--- config.mk ---
export PLATFORM = sky130hd
export DESIGN_NAME = vop_vertical
export DESIGN_NICKNAME = d
export VERILOG_FILES = /design/src/shared/vop_pkg.sv /design/src/core/vop_vfield.sv /design/src/core/vop_vertical.sv
export SDC_FILE = /design/constraint.sdc
export NUM_CORES = 1
export LEC_CHECK = 0
export ABC_AREA = 1
export BUFFER_PORTS_ARGS = -buffer_cell sky130_fd_sc_hd__buf_2
export CAP_MARGIN = 0
export CORE_MARGIN = 8
export CORE_UTILIZATION = 50
export DETAILED_ROUTE_END_ITERATION = 10
export PLACE_DENSITY = 0.68
export SETUP_SLACK_MARGIN = 0.02
export SLEW_MARGIN = 20
export SYNTH_ARGS = -nofsm -noshare
export SYNTH_HDL_FRONTEND = slang
export SYNTH_SLANG_ARGS = --single-unit
--- constraint.sdc ---
create_clock -name sys_clk -period 7.2 [get_ports sys_clk]
set_input_delay 1.44 -clock sys_clk [delete_from_list [all_inputs] [get_ports sys_clk]]
set_output_delay 1.44 -clock sys_clk [all_outputs]
set_load 0.01 [all_outputs]
--- src/shared/vop_pkg.sv ---
// Constants and types shared by the vertical overflow and row preset block
package vop_pkg;
   // I/O port addresses of the indexed CRT register file
   localparam logic [15:0] CRT_IDX_MONO = 16'h03b4;
   localparam logic [15:0] CRT_DATA_MONO = 16'h03b5;
   localparam logic [15:0] CRT_IDX_COLOR = 16'h03d4;
   localparam logic [15:0] CRT_DATA_COLOR = 16'h03d5;
   // Register indices behind the data port
   localparam logic [7:0] IDX_VTOTAL_LOW = 8'h06;
   localparam logic [7:0] IDX_OVERFLOW = 8'h07;
   localparam logic [7:0] IDX_PRESET_ROW = 8'h08;
   localparam logic [7:0] IDX_MAX_SCAN = 8'h09;
   localparam logic [7:0] IDX_VSYNC_LOW = 8'h10;
   localparam logic [7:0] IDX_VSYNC_END = 8'h11;
   localparam logic [7:0] IDX_VDISP_LOW = 8'h12;
   localparam logic [7:0] IDX_VBLANK_LOW = 8'h15;
   localparam logic [7:0] IDX_EXT_TOTAL = 8'h30;
   localparam logic [7:0] IDX_EXT_DISP = 8'h31;
   localparam logic [7:0] IDX_EXT_SYNC = 8'h32;
   localparam logic [7:0] IDX_EXT_BLANK = 8'h33;
   localparam logic [7:0] IDX_IO_CONTROL = 8'h80;
   // Field order of the four vertical values
   localparam int FLD_TOTAL = 0;
   localparam int FLD_DISP = 1;
   localparam int FLD_SYNC = 2;
   localparam int FLD_BLANK = 3;
   localparam int NUM_FLD = 4;
   // Overflow bit positions, then max scan, I/O control and protect bits
   localparam int OVF_VT_B8 = 0;
   localparam int OVF_VDE_B8 = 1;
   localparam int OVF_VSS_B8 = 2;
   localparam int OVF_VBS_B8 = 3;
   localparam int OVF_VT_B9 = 5;
   localparam int OVF_VDE_B9 = 6;
   localparam int OVF_VSS_B9 = 7;
   localparam int MSL_VBS_B9 = 5;
   localparam int IOM_EXT_BIT = 0;
   localparam int PROT_BIT = 7;
   // Overflow bits locked by group-zero protection (bit 4 stays open)
   localparam logic [7:0] OVF_PROT_MASK = 8'hef;
   // Preset row scan: bit 7 reserved, pan at 6:5, row at 4:0
   localparam logic [7:0] PRS_WR_MASK = 8'h7f;
   localparam int PRS_PAN_LSB = 5;
   localparam int PRS_PAN_MSB = 6;
   localparam int PRS_ROW_MSB = 4;
   // Reset values
   localparam logic [7:0] RST_BYTE = 8'h00;
   localparam logic [11:0] RST_LINE = 12'h000;
   // Frame holds programmed total plus this many lines
   localparam logic [12:0] VT_EXTRA = 13'h0002;
   // Assembled vertical timing set
   typedef struct packed {
      logic [11:0] total;
      logic [11:0] dispEnd;
      logic [11:0] syncStart;
      logic [11:0] blankStart;
   } vop_vtiming_t;
endpackage

--- src/core/vop_vfield.sv ---
// Assembles one 10- or 12-bit vertical timing value
`timescale 1ns/1ns
module vop_vfield (
   input wire logic extMode,
   input wire logic [7:0] lowByte,
   input wire logic [3:0] extNib,
   input wire logic bit9,
   input wire logic bit8,
   output logic [11:0] value
);
   // Extended mode ignores both overflow bits entirely
   always_comb begin
      if (extMode) begin
         value = {extNib, lowByte};
      end else begin
         value = {2'b00, bit9, bit8, lowByte};
      end
   end
endmodule

--- src/core/vop_vertical.sv ---
// Vertical timing assembly, preset row scan and vertical counter
//
// Operation
// - Mode bit selects standard or 12-bit timing
// - Standard blank start uses scan bit5, overflow bit3
// - Extended blank start upper nibble from extension
// - Standard sync start uses overflow bits 7, 2
// - Extended sync start upper nibble from extension
// - Standard display end uses overflow bits 6, 1
// - Extended display end upper nibble from extension
// - Standard total uses overflow bits 5, 0
// - Extended total upper nibble from extension
// - Frame spans programmed total plus two lines
// - Active lines run zero through display end
// - Blanking begins on line equal blank start
// - Sync begins on line equal sync start
// - Preset row reached at index 08h, top zero
// - Reserved top preset bit reads as zero
// - Two-bit field pans zero to three bytes
// - Nine-pixel text pans by nine pixel steps
// - Eight-pixel and graphics pan by eight pixels
// - Fine pixel pan adds to byte pan
// - Row field picks first shown box line
// - Protection locks overflow bits except bit four
`timescale 1ns/1ns
module vop_vertical (
   input wire logic sys_clk,
   input wire logic sys_rst,
   input wire logic [15:0] ioAddr,
   input wire logic ioWrStb,
   input wire logic ioRdStb,
   input wire logic [7:0] ioWrData,
   output logic [7:0] ioRdData,
   output logic ioRdValid,
   input wire logic lineTick,
   input wire logic textMode,
   input wire logic nineDotChar,
   input wire logic [3:0] attrPixelPan,
   output vop_pkg::vop_vtiming_t vTiming,
   output logic extMode,
   output logic [11:0] lineCount,
   output logic vDispEn,
   output logic vBlank,
   output logic vSync,
   output logic [1:0] bytePan,
   output logic [5:0] panShift,
   output logic [4:0] startRowScan
);
   import vop_pkg::*;

   logic [7:0] idxQ, idxD, vtlQ, vtlD, ovfQ, ovfD, prsQ, prsD;
   logic [7:0] mslQ, mslD, vslQ, vslD, vepQ, vepD, vdlQ, vdlD;
   logic [7:0] vblQ, vblD, iomQ, iomD;
   logic [3:0] extQ [NUM_FLD];
   logic [3:0] extD [NUM_FLD];
   logic [7:0] rdDataQ, rdDataD;
   logic rdValidQ, rdValidD;
   logic dataSel, idxSel, dataWr, idxWr, dataRd;
   logic [7:0] lowSel [NUM_FLD];
   logic b9Sel [NUM_FLD];
   logic b8Sel [NUM_FLD];
   logic [11:0] asmVal [NUM_FLD];
   vop_vtiming_t asmTm, tmQ, tmD;
   logic [7:0] prsShQ, prsShD;
   logic extModeQ, extModeD;
   logic [11:0] lineQ, lineD;
   logic frameEnd;
   logic dispQ, dispD, blankQ, blankD, syncQ, syncD;
   logic [5:0] panQ, panD;
   logic [5:0] coarse;

   // Data port answers at either the mono or the colour address
   // data port decode
   always_comb begin
      dataSel = (ioAddr == CRT_DATA_MONO) || (ioAddr == CRT_DATA_COLOR);
      idxSel = (ioAddr == CRT_IDX_MONO) || (ioAddr == CRT_IDX_COLOR);
      dataWr = ioWrStb && dataSel;
      idxWr = ioWrStb && idxSel;
      dataRd = ioRdStb && dataSel;
   end

   // Register file next values
   always_comb begin
      idxD = idxQ;
      vtlD = vtlQ;
      ovfD = ovfQ;
      prsD = prsQ;
      mslD = mslQ;
      vslD = vslQ;
      vepD = vepQ;
      vdlD = vdlQ;
      vblD = vblQ;
      iomD = iomQ;
      for (int i = 0; i < NUM_FLD; i++) begin
         extD[i] = extQ[i];
      end
      if (idxWr) begin
         idxD = ioWrData;
      end
      if (dataWr) begin
         case (idxQ)
            IDX_VTOTAL_LOW: begin
               if (!vepQ[PROT_BIT]) begin
                  vtlD = ioWrData;
               end
            end
            IDX_OVERFLOW: begin
               if (vepQ[PROT_BIT]) begin
                  ovfD = (ovfQ & OVF_PROT_MASK) | (ioWrData & ~OVF_PROT_MASK);
               end else begin
                  ovfD = ioWrData;
               end
            end
            IDX_PRESET_ROW: prsD = ioWrData & PRS_WR_MASK;
            IDX_MAX_SCAN: mslD = ioWrData;
            IDX_VSYNC_LOW: vslD = ioWrData;
            IDX_VSYNC_END: vepD = ioWrData;
            IDX_VDISP_LOW: vdlD = ioWrData;
            IDX_VBLANK_LOW: vblD = ioWrData;
            IDX_EXT_TOTAL: extD[FLD_TOTAL] = ioWrData[3:0];
            IDX_EXT_DISP: extD[FLD_DISP] = ioWrData[3:0];
            IDX_EXT_SYNC: extD[FLD_SYNC] = ioWrData[3:0];
            IDX_EXT_BLANK: extD[FLD_BLANK] = ioWrData[3:0];
            IDX_IO_CONTROL: iomD = ioWrData;
            default: idxD = idxD;
         endcase
      end
   end

   // Read data; unmapped indices read as zero
   always_comb begin
      rdDataD = rdDataQ;
      rdValidD = 1'b0;
      if (ioRdStb && idxSel) begin
         rdDataD = idxQ;
         rdValidD = 1'b1;
      end else if (dataRd) begin
         rdValidD = 1'b1;
         case (idxQ)
            IDX_VTOTAL_LOW: rdDataD = vtlQ;
            IDX_OVERFLOW: rdDataD = ovfQ;
            IDX_PRESET_ROW: rdDataD = prsQ & PRS_WR_MASK;
            IDX_MAX_SCAN: rdDataD = mslQ;
            IDX_VSYNC_LOW: rdDataD = vslQ;
            IDX_VSYNC_END: rdDataD = vepQ;
            IDX_VDISP_LOW: rdDataD = vdlQ;
            IDX_VBLANK_LOW: rdDataD = vblQ;
            IDX_EXT_TOTAL: rdDataD = {4'h0, extQ[FLD_TOTAL]};
            IDX_EXT_DISP: rdDataD = {4'h0, extQ[FLD_DISP]};
            IDX_EXT_SYNC: rdDataD = {4'h0, extQ[FLD_SYNC]};
            IDX_EXT_BLANK: rdDataD = {4'h0, extQ[FLD_BLANK]};
            IDX_IO_CONTROL: rdDataD = iomQ;
            default: rdDataD = RST_BYTE;
         endcase
      end
   end

   // Source bits for each value; blank bit 9 lives in max scan line
   // standard overflow bit sources
   always_comb begin
      lowSel[FLD_TOTAL] = vtlQ;
      b9Sel[FLD_TOTAL] = ovfQ[OVF_VT_B9];
      b8Sel[FLD_TOTAL] = ovfQ[OVF_VT_B8];
      lowSel[FLD_DISP] = vdlQ;
      b9Sel[FLD_DISP] = ovfQ[OVF_VDE_B9];
      b8Sel[FLD_DISP] = ovfQ[OVF_VDE_B8];
      lowSel[FLD_SYNC] = vslQ;
      b9Sel[FLD_SYNC] = ovfQ[OVF_VSS_B9];
      b8Sel[FLD_SYNC] = ovfQ[OVF_VSS_B8];
      lowSel[FLD_BLANK] = vblQ;
      b9Sel[FLD_BLANK] = mslQ[MSL_VBS_B9];
      b8Sel[FLD_BLANK] = ovfQ[OVF_VBS_B8];
   end

   // one assembler per value, mode bit steers width
   for (genvar g = 0; g < NUM_FLD; g++) begin : gFld
      vop_vfield uField (
         .extMode(iomQ[IOM_EXT_BIT]),
         .lowByte(lowSel[g]),
         .extNib(extQ[g]),
         .bit9(b9Sel[g]),
         .bit8(b8Sel[g]),
         .value(asmVal[g])
      );
   end

   always_comb begin
      asmTm.total = asmVal[FLD_TOTAL];
      asmTm.dispEnd = asmVal[FLD_DISP];
      asmTm.syncStart = asmVal[FLD_SYNC];
      asmTm.blankStart = asmVal[FLD_BLANK];
   end

   // frame ends after total plus two lines; >= guards a shrink
   assign frameEnd = lineTick &&
      ({1'b0, lineQ} + 13'h0001 >= {1'b0, tmQ.total} + VT_EXTRA);

   // Vertical counter and shadow copies; shadows swap only at wrap so a
   // half-written mode never tears the frame on screen
   always_comb begin
      tmD = tmQ;
      prsShD = prsShQ;
      extModeD = extModeQ;
      lineD = lineQ;
      dispD = dispQ;
      blankD = blankQ;
      syncD = syncQ;
      if (lineTick) begin
         lineD = lineQ + 12'h001;
      end
      // apply new values at frame start
      if (frameEnd) begin
         lineD = RST_LINE;
         tmD = asmTm;
         prsShD = prsQ;
         extModeD = iomQ[IOM_EXT_BIT];
      end
      if (lineTick) begin
         dispD = (lineD <= tmD.dispEnd);
         // blank set wins over frame clear
         if (lineD == tmD.blankStart) begin
            blankD = 1'b1;
         end else if (lineD == RST_LINE) begin
            blankD = 1'b0;
         end
         // sync start; ends on sync end nibble match
         if (lineD == tmD.syncStart) begin
            syncD = 1'b1;
         end else if (lineD[3:0] == vepQ[3:0]) begin
            syncD = 1'b0;
         end
      end
   end

   // Coarse pan times 9 or 8 pixels, plus fine pixel pan
   always_comb begin
      coarse = {4'h0, prsShQ[PRS_PAN_MSB:PRS_PAN_LSB]};
      if (textMode && nineDotChar) begin
         panD = (coarse << 3) + coarse + {2'b00, attrPixelPan};
      end else begin
         panD = (coarse << 3) + {2'b00, attrPixelPan};
      end
   end

   // State registers
   always_ff @(posedge sys_clk or posedge sys_rst) begin
      if (sys_rst) begin
         idxQ <= RST_BYTE;
         vtlQ <= RST_BYTE;
         ovfQ <= RST_BYTE;
         prsQ <= RST_BYTE;
         mslQ <= RST_BYTE;
         vslQ <= RST_BYTE;
         vepQ <= RST_BYTE;
         vdlQ <= RST_BYTE;
         vblQ <= RST_BYTE;
         iomQ <= RST_BYTE;
         for (int i = 0; i < NUM_FLD; i++) begin
            extQ[i] <= 4'h0;
         end
         rdDataQ <= RST_BYTE;
         rdValidQ <= 1'b0;
         tmQ <= '0;
         prsShQ <= RST_BYTE;
         extModeQ <= 1'b0;
         lineQ <= RST_LINE;
         dispQ <= 1'b0;
         blankQ <= 1'b0;
         syncQ <= 1'b0;
         panQ <= 6'h00;
      end else begin
         idxQ <= idxD;
         vtlQ <= vtlD;
         ovfQ <= ovfD;
         prsQ <= prsD;
         mslQ <= mslD;
         vslQ <= vslD;
         vepQ <= vepD;
         vdlQ <= vdlD;
         vblQ <= vblD;
         iomQ <= iomD;
         for (int i = 0; i < NUM_FLD; i++) begin
            extQ[i] <= extD[i];
         end
         rdDataQ <= rdDataD;
         rdValidQ <= rdValidD;
         tmQ <= tmD;
         prsShQ <= prsShD;
         extModeQ <= extModeD;
         lineQ <= lineD;
         dispQ <= dispD;
         blankQ <= blankD;
         syncQ <= syncD;
         panQ <= panD;
      end
   end

   // Outputs straight from flops
   assign ioRdData = rdDataQ;
   assign ioRdValid = rdValidQ;
   assign vTiming = tmQ;
   assign extMode = extModeQ;
   assign lineCount = lineQ;
   assign vDispEn = dispQ;
   assign vBlank = blankQ;
   assign vSync = syncQ;
   // shadowed pan and first row line
   assign bytePan = prsShQ[PRS_PAN_MSB:PRS_PAN_LSB];
   assign startRowScan = prsShQ[PRS_ROW_MSB:0];
   assign panShift = panQ;

   a_std_total: assert property (@(posedge sys_clk) disable iff (sys_rst)
      !iomQ[IOM_EXT_BIT] |-> asmTm.total ==
      {2'b00, ovfQ[OVF_VT_B9], ovfQ[OVF_VT_B8], vtlQ})
      else $error("standard total misassembled");
   a_ext_sync: assert property (@(posedge sys_clk) disable iff (sys_rst)
      iomQ[IOM_EXT_BIT] |-> asmTm.syncStart ==
      {extQ[FLD_SYNC], vslQ})
      else $error("extended sync start misassembled");
   a_std_blank: assert property (@(posedge sys_clk) disable iff (sys_rst)
      !iomQ[IOM_EXT_BIT] |-> asmTm.blankStart[9:8] ==
      {mslQ[MSL_VBS_B9], ovfQ[OVF_VBS_B8]})
      else $error("standard blank start misassembled");
   a_frame_wrap: assert property (@(posedge sys_clk) disable iff (sys_rst)
      (lineTick && lineQ == tmQ.total + 12'h001) |=> lineQ == RST_LINE)
      else $error("frame did not wrap at total plus two");
   a_disp_end: assert property (@(posedge sys_clk) disable iff (sys_rst)
      (lineTick && !frameEnd && lineQ == tmQ.dispEnd) |=> !vDispEn)
      else $error("display enable past last active line");
   a_blank_begin: assert property (@(posedge sys_clk) disable iff (sys_rst)
      (lineTick && !frameEnd && lineQ + 12'h001 == tmQ.blankStart)
      |=> vBlank)
      else $error("blanking missed its start line");
   a_sync_begin: assert property (@(posedge sys_clk) disable iff (sys_rst)
      (lineTick && !frameEnd && lineQ + 12'h001 == tmQ.syncStart)
      |=> vSync)
      else $error("sync missed its start line");
   a_prot_lock: assert property (@(posedge sys_clk) disable iff (sys_rst)
      (dataWr && idxQ == IDX_OVERFLOW && vepQ[PROT_BIT])
      |=> (ovfQ & OVF_PROT_MASK) == ($past(ovfQ) & OVF_PROT_MASK))
      else $error("protected overflow bits changed");
   a_rsvd_zero: assert property (@(posedge sys_clk) disable iff (sys_rst)
      (dataRd && idxQ == IDX_PRESET_ROW) |=> !ioRdData[7])
      else $error("reserved preset bit read as one");
   a_frame_apply: assert property (@(posedge sys_clk) disable iff (sys_rst)
      !$stable(prsShQ) |-> $past(frameEnd))
      else $error("preset row applied mid frame");
   a_pan_nine: assert property (@(posedge sys_clk) disable iff (sys_rst)
      (textMode && nineDotChar) |=> panShift == 6'd9 *
      $past(prsShQ[6:5]) + $past(attrPixelPan))
      else $error("nine-pixel pan wrong");
endmodule

==> results by group <==
Finish
  – Commonest non-fill, non-tap cells in the layout: nand2_1, dfrtp_1, inv_1
  – Total area of sequential cells: about 4500 um2
  – Final Util: between 50% and 60%
  – Layout area overhead: 13.12%
  – Antenna Cells: 0
  – Area occupied by multi-input gates: between 4000 and 5000 um2
  – Layout cells sized above 1: ~16%
  – Most common cell after layout, fill and taps aside: nand2_1
  – # fillers: ~1700
  – Final Net Count: approximately 1400
  – Largest register FFs: 48

Pwr
  – Power per cell area: 296.8 nW/um2
  – P_leak: around 5.6 nW
  – Worst vdd ir: 0.0001720 V
  – Final Total Pwr: 0.003219 W

Worst setup path
  – Critical path fanouts, max: between 80 and 90
  – Data arrival, critical path: around 5 ns
  – R2r endpoint: vDispEn$_DFFE_PP0P_
  – Reg-to-reg startpoint: vTiming[37]$_DFFE_PP0N_
  – Critical path endpoint category: flip-flop
  – Crit path kind: reg2reg
  – CP required: between 7 and 8 ns
  – R2R Setup Slk: between 2 and 3 ns
  – R2R cell count: 26
  – Startpoint types: flip-flop

Global routing
  – Vias in the first global route: ~8000
  – Largest net degree at the start of global routing: 85
  – Tot GR Track Use: between 20% and 30%
  – Total gr overflow: 0
  – Initial antenna violation count: 0
  – First-pass GRT wire length: 44060 um

STA
  – Clock Skew: between 0.008 and 0.009 ns
  – Final Cycle Share: 64.21%
  – Slew @ Worst Pin: just under 0.8 ns
  – Final Worst Setup Slack: between 2 and 3 ns
  – Final setup violation count: 0
  – Pins Over Slew Limit: 0
  – Slew HR: a little under half
  – RSZ-0062 raised after global routing: false
  – Final worst path period need: approximately 4.6 ns
  – Final hold violations: 0
  – Max Clk Rate: ~220 MHz
  – TNS Setup: 0 ns

Flow run
  – MaxCap Viol Count: 0

Drt
  – Post-DR vias/cell: 5.447
  – Via count: roughly 8400
  – WL final: 27450 um
  – DRT antenna net count: 0
  – WL/cell: between 15 and 20 um
  – DRC viols: 0
  – TritonRoute pass-1 iters: 6
  – DR iter-0 viols: just under 700

Worst hold path
  – Worst hold path class: reg2reg
  – Hold Path Stages: 2
  – WHS Endpoint: prsShQ[4]$_DFFE_PP0N_
  – Hold wc startpoint: prsShQ[4]$_DFFE_PP0N_

Synth
  – Synth top area share: roughly 47%
  – Synth Warn #: 0
  – Async SR Flop Fraction: 100.0%
  – Syn_area_per_cell: roughly 8 um2
  – Top cells by area in the synthesized netlist: dfrtp_1, nand2_1, o21ai_0
  – Area leader, netlist: dfrtp_1
  – Seq cells post-synth: 181
  – Area of the mapped netlist: about 9600 um2
  – Net Count, Synth: ~1300
  – Most used flip-flop cell after synthesis: dfrtp_1
  – Netlist cell types: 49
  – Synth Instances: around 1200
  – Sequential share of the synthesized area: a little under half
  – Number of synthesized flops with an enable pin: 0

Floorplanning
  – Starting density of the core: around half
  – Number of cell rows: 50
  – I/O pin cnt: 121
  – Die height: approximately 150 um
  – Die Span X: ~150 um
  – Core area: between 15000 and 20000 um2
  – Die Area: between 20000 and 25000 um2

Placed design
  – Port bufs: 120
  – GP Congestion: about 0.93
  – Dpl hpwl: 21080 um
  – Setup WS pre-CTS: roughly 2.7 ns

Clock network
  – Hold Buf Count CTS: 0
  – H-tree levels: 4
  – Clock Pin Slew Worst Setup and Hold Paths: 0.07 ns
  – CTS root buffer: clkbuf_16
  – TritonCTS Buffers: 17
  – Clk_lat worst skew: 0.43 ns
  – Clock Sinks: 181
  – Post-cts resize count: 0
  – TritonCTS clock tree: built
  – Post-CTS setup buffer count: 0
  – CTS max path bufs: 2

Status
  – Run status: complete, no violations
-- power breakdown --
group	internal (W)	switching (W)	leakage [nW]
combinational	0.000362	0.000766	2.81
clock	0.000524	0.000407	0.283
sequential	0.00109	0.0000650	2.47
-- area by class of cell --
cell class                      instances  area share (%)
Clock buffer                           18           4.050
Clock inverter                         14           1.385
Inverter                              171           5.988
Multi-Input combinational cell        803           38.43
Sequential cell                       181           41.77
Tap cell                              234           2.700
Timing Repair Buffer                  122           5.677
-- logic make-up (layout without fill, tap and decap cells) --
group / count (synthesis) / in the layout / share of synthesized area, %
DFF: 181 / 181 / 47.25
adders and majority gates: 31 / 31 / 4.124
AOI/OAI and AO/OA: 248 / 248 / 14.87
buffers and inverters: 203 / 325 / 9.280
and+or+nand+nor: 507 / 507 / 22.93
xor gates and xnor gates: 17 / 17 / 1.553
-- per-stage QoR --
step	hold slack, ns	instance area [um2]	instances
6_report	0.4789	10840	1543
5_1_grt	0.4890	10840	1543
2_1_floorplan	0.4530	9587	1187
4_1_cts	0.4808	10840	1543
3_5_place_dp	0.4637	10250	1511
3_3_place_gp	0.4606	10250	1511
-- worst max path at each step --
stage                       startpoint  cells past startpoint  slack, ns                   to
2_1_floorplan                  sys_rst                      1       0.84  extMode$_DFFE_PP0N_
3_3_place_gp   vTiming[37]$_DFFE_PP0N_                     26       2.81  vDispEn$_DFFE_PP0P_
3_5_place_dp   vTiming[37]$_DFFE_PP0N_                     26       2.69  vDispEn$_DFFE_PP0P_
4_1_cts        vTiming[37]$_DFFE_PP0N_                     26       2.61  vDispEn$_DFFE_PP0P_
5_1_grt        vTiming[37]$_DFFE_PP0N_                     27       2.09  vDispEn$_DFFE_PP0P_
6_report       vTiming[37]$_DFFE_PP0N_                     26       2.58  vDispEn$_DFFE_PP0P_
-- layer usage --
layer  routed length, um  GRT usage [%]  vias to the layer above
li1                    -              -                     4074
met3                2136          5.545                       47
met4                 737          8.819                        0
met5                   0              0                        -
met2               12560          37.05                      325
met1               12010          31.25                     3959
-- cells in the mapped netlist (10+ instances only) --
| master | n |
|---|---|
| clkbuf_1 | 12 |
| o21ai_1 | 25 |
| nand4_1 | 15 |
| nor3_1 | 11 |
| inv_1 | 159 |
| dfrtp_1 | 181 |
| o21ai_0 | 125 |
| xor2_1 | 11 |
| or2_2 | 10 |
| nand2_1 | 329 |
| buf_6 | 12 |
| nand3_1 | 34 |
| a21oi_1 | 37 |
| nor2_1 | 78 |
| ha_1 | 30 |
-- critical path, cell delays in order (launching register included) --
cell and delay (ns):
dfrtp_1 0.39, inv_1 0.07, nor3_1 0.30, nand3_1 0.19, nor3_1 0.24, nand2_1 0.10
xor2_1 0.14, inv_1 0.05, ha_1 0.29, nand2_1 0.06, nand2_1 0.05, nand3_1 0.06
nand2_1 0.06, nor2_2 0.18, nand3_4 0.13, nand2_8 0.40, inv_4 0.28, or2_2 0.35
o21ai_0 0.13, ha_1 0.31, a21oi_1 0.17, nor2_1 0.06, a211oi_1 0.16, nor2_1 0.07
nor2_1 0.09, nand2_1 0.06, a21oi_1 0.13
Note: power is estimated with default switching activity, not from simulation.
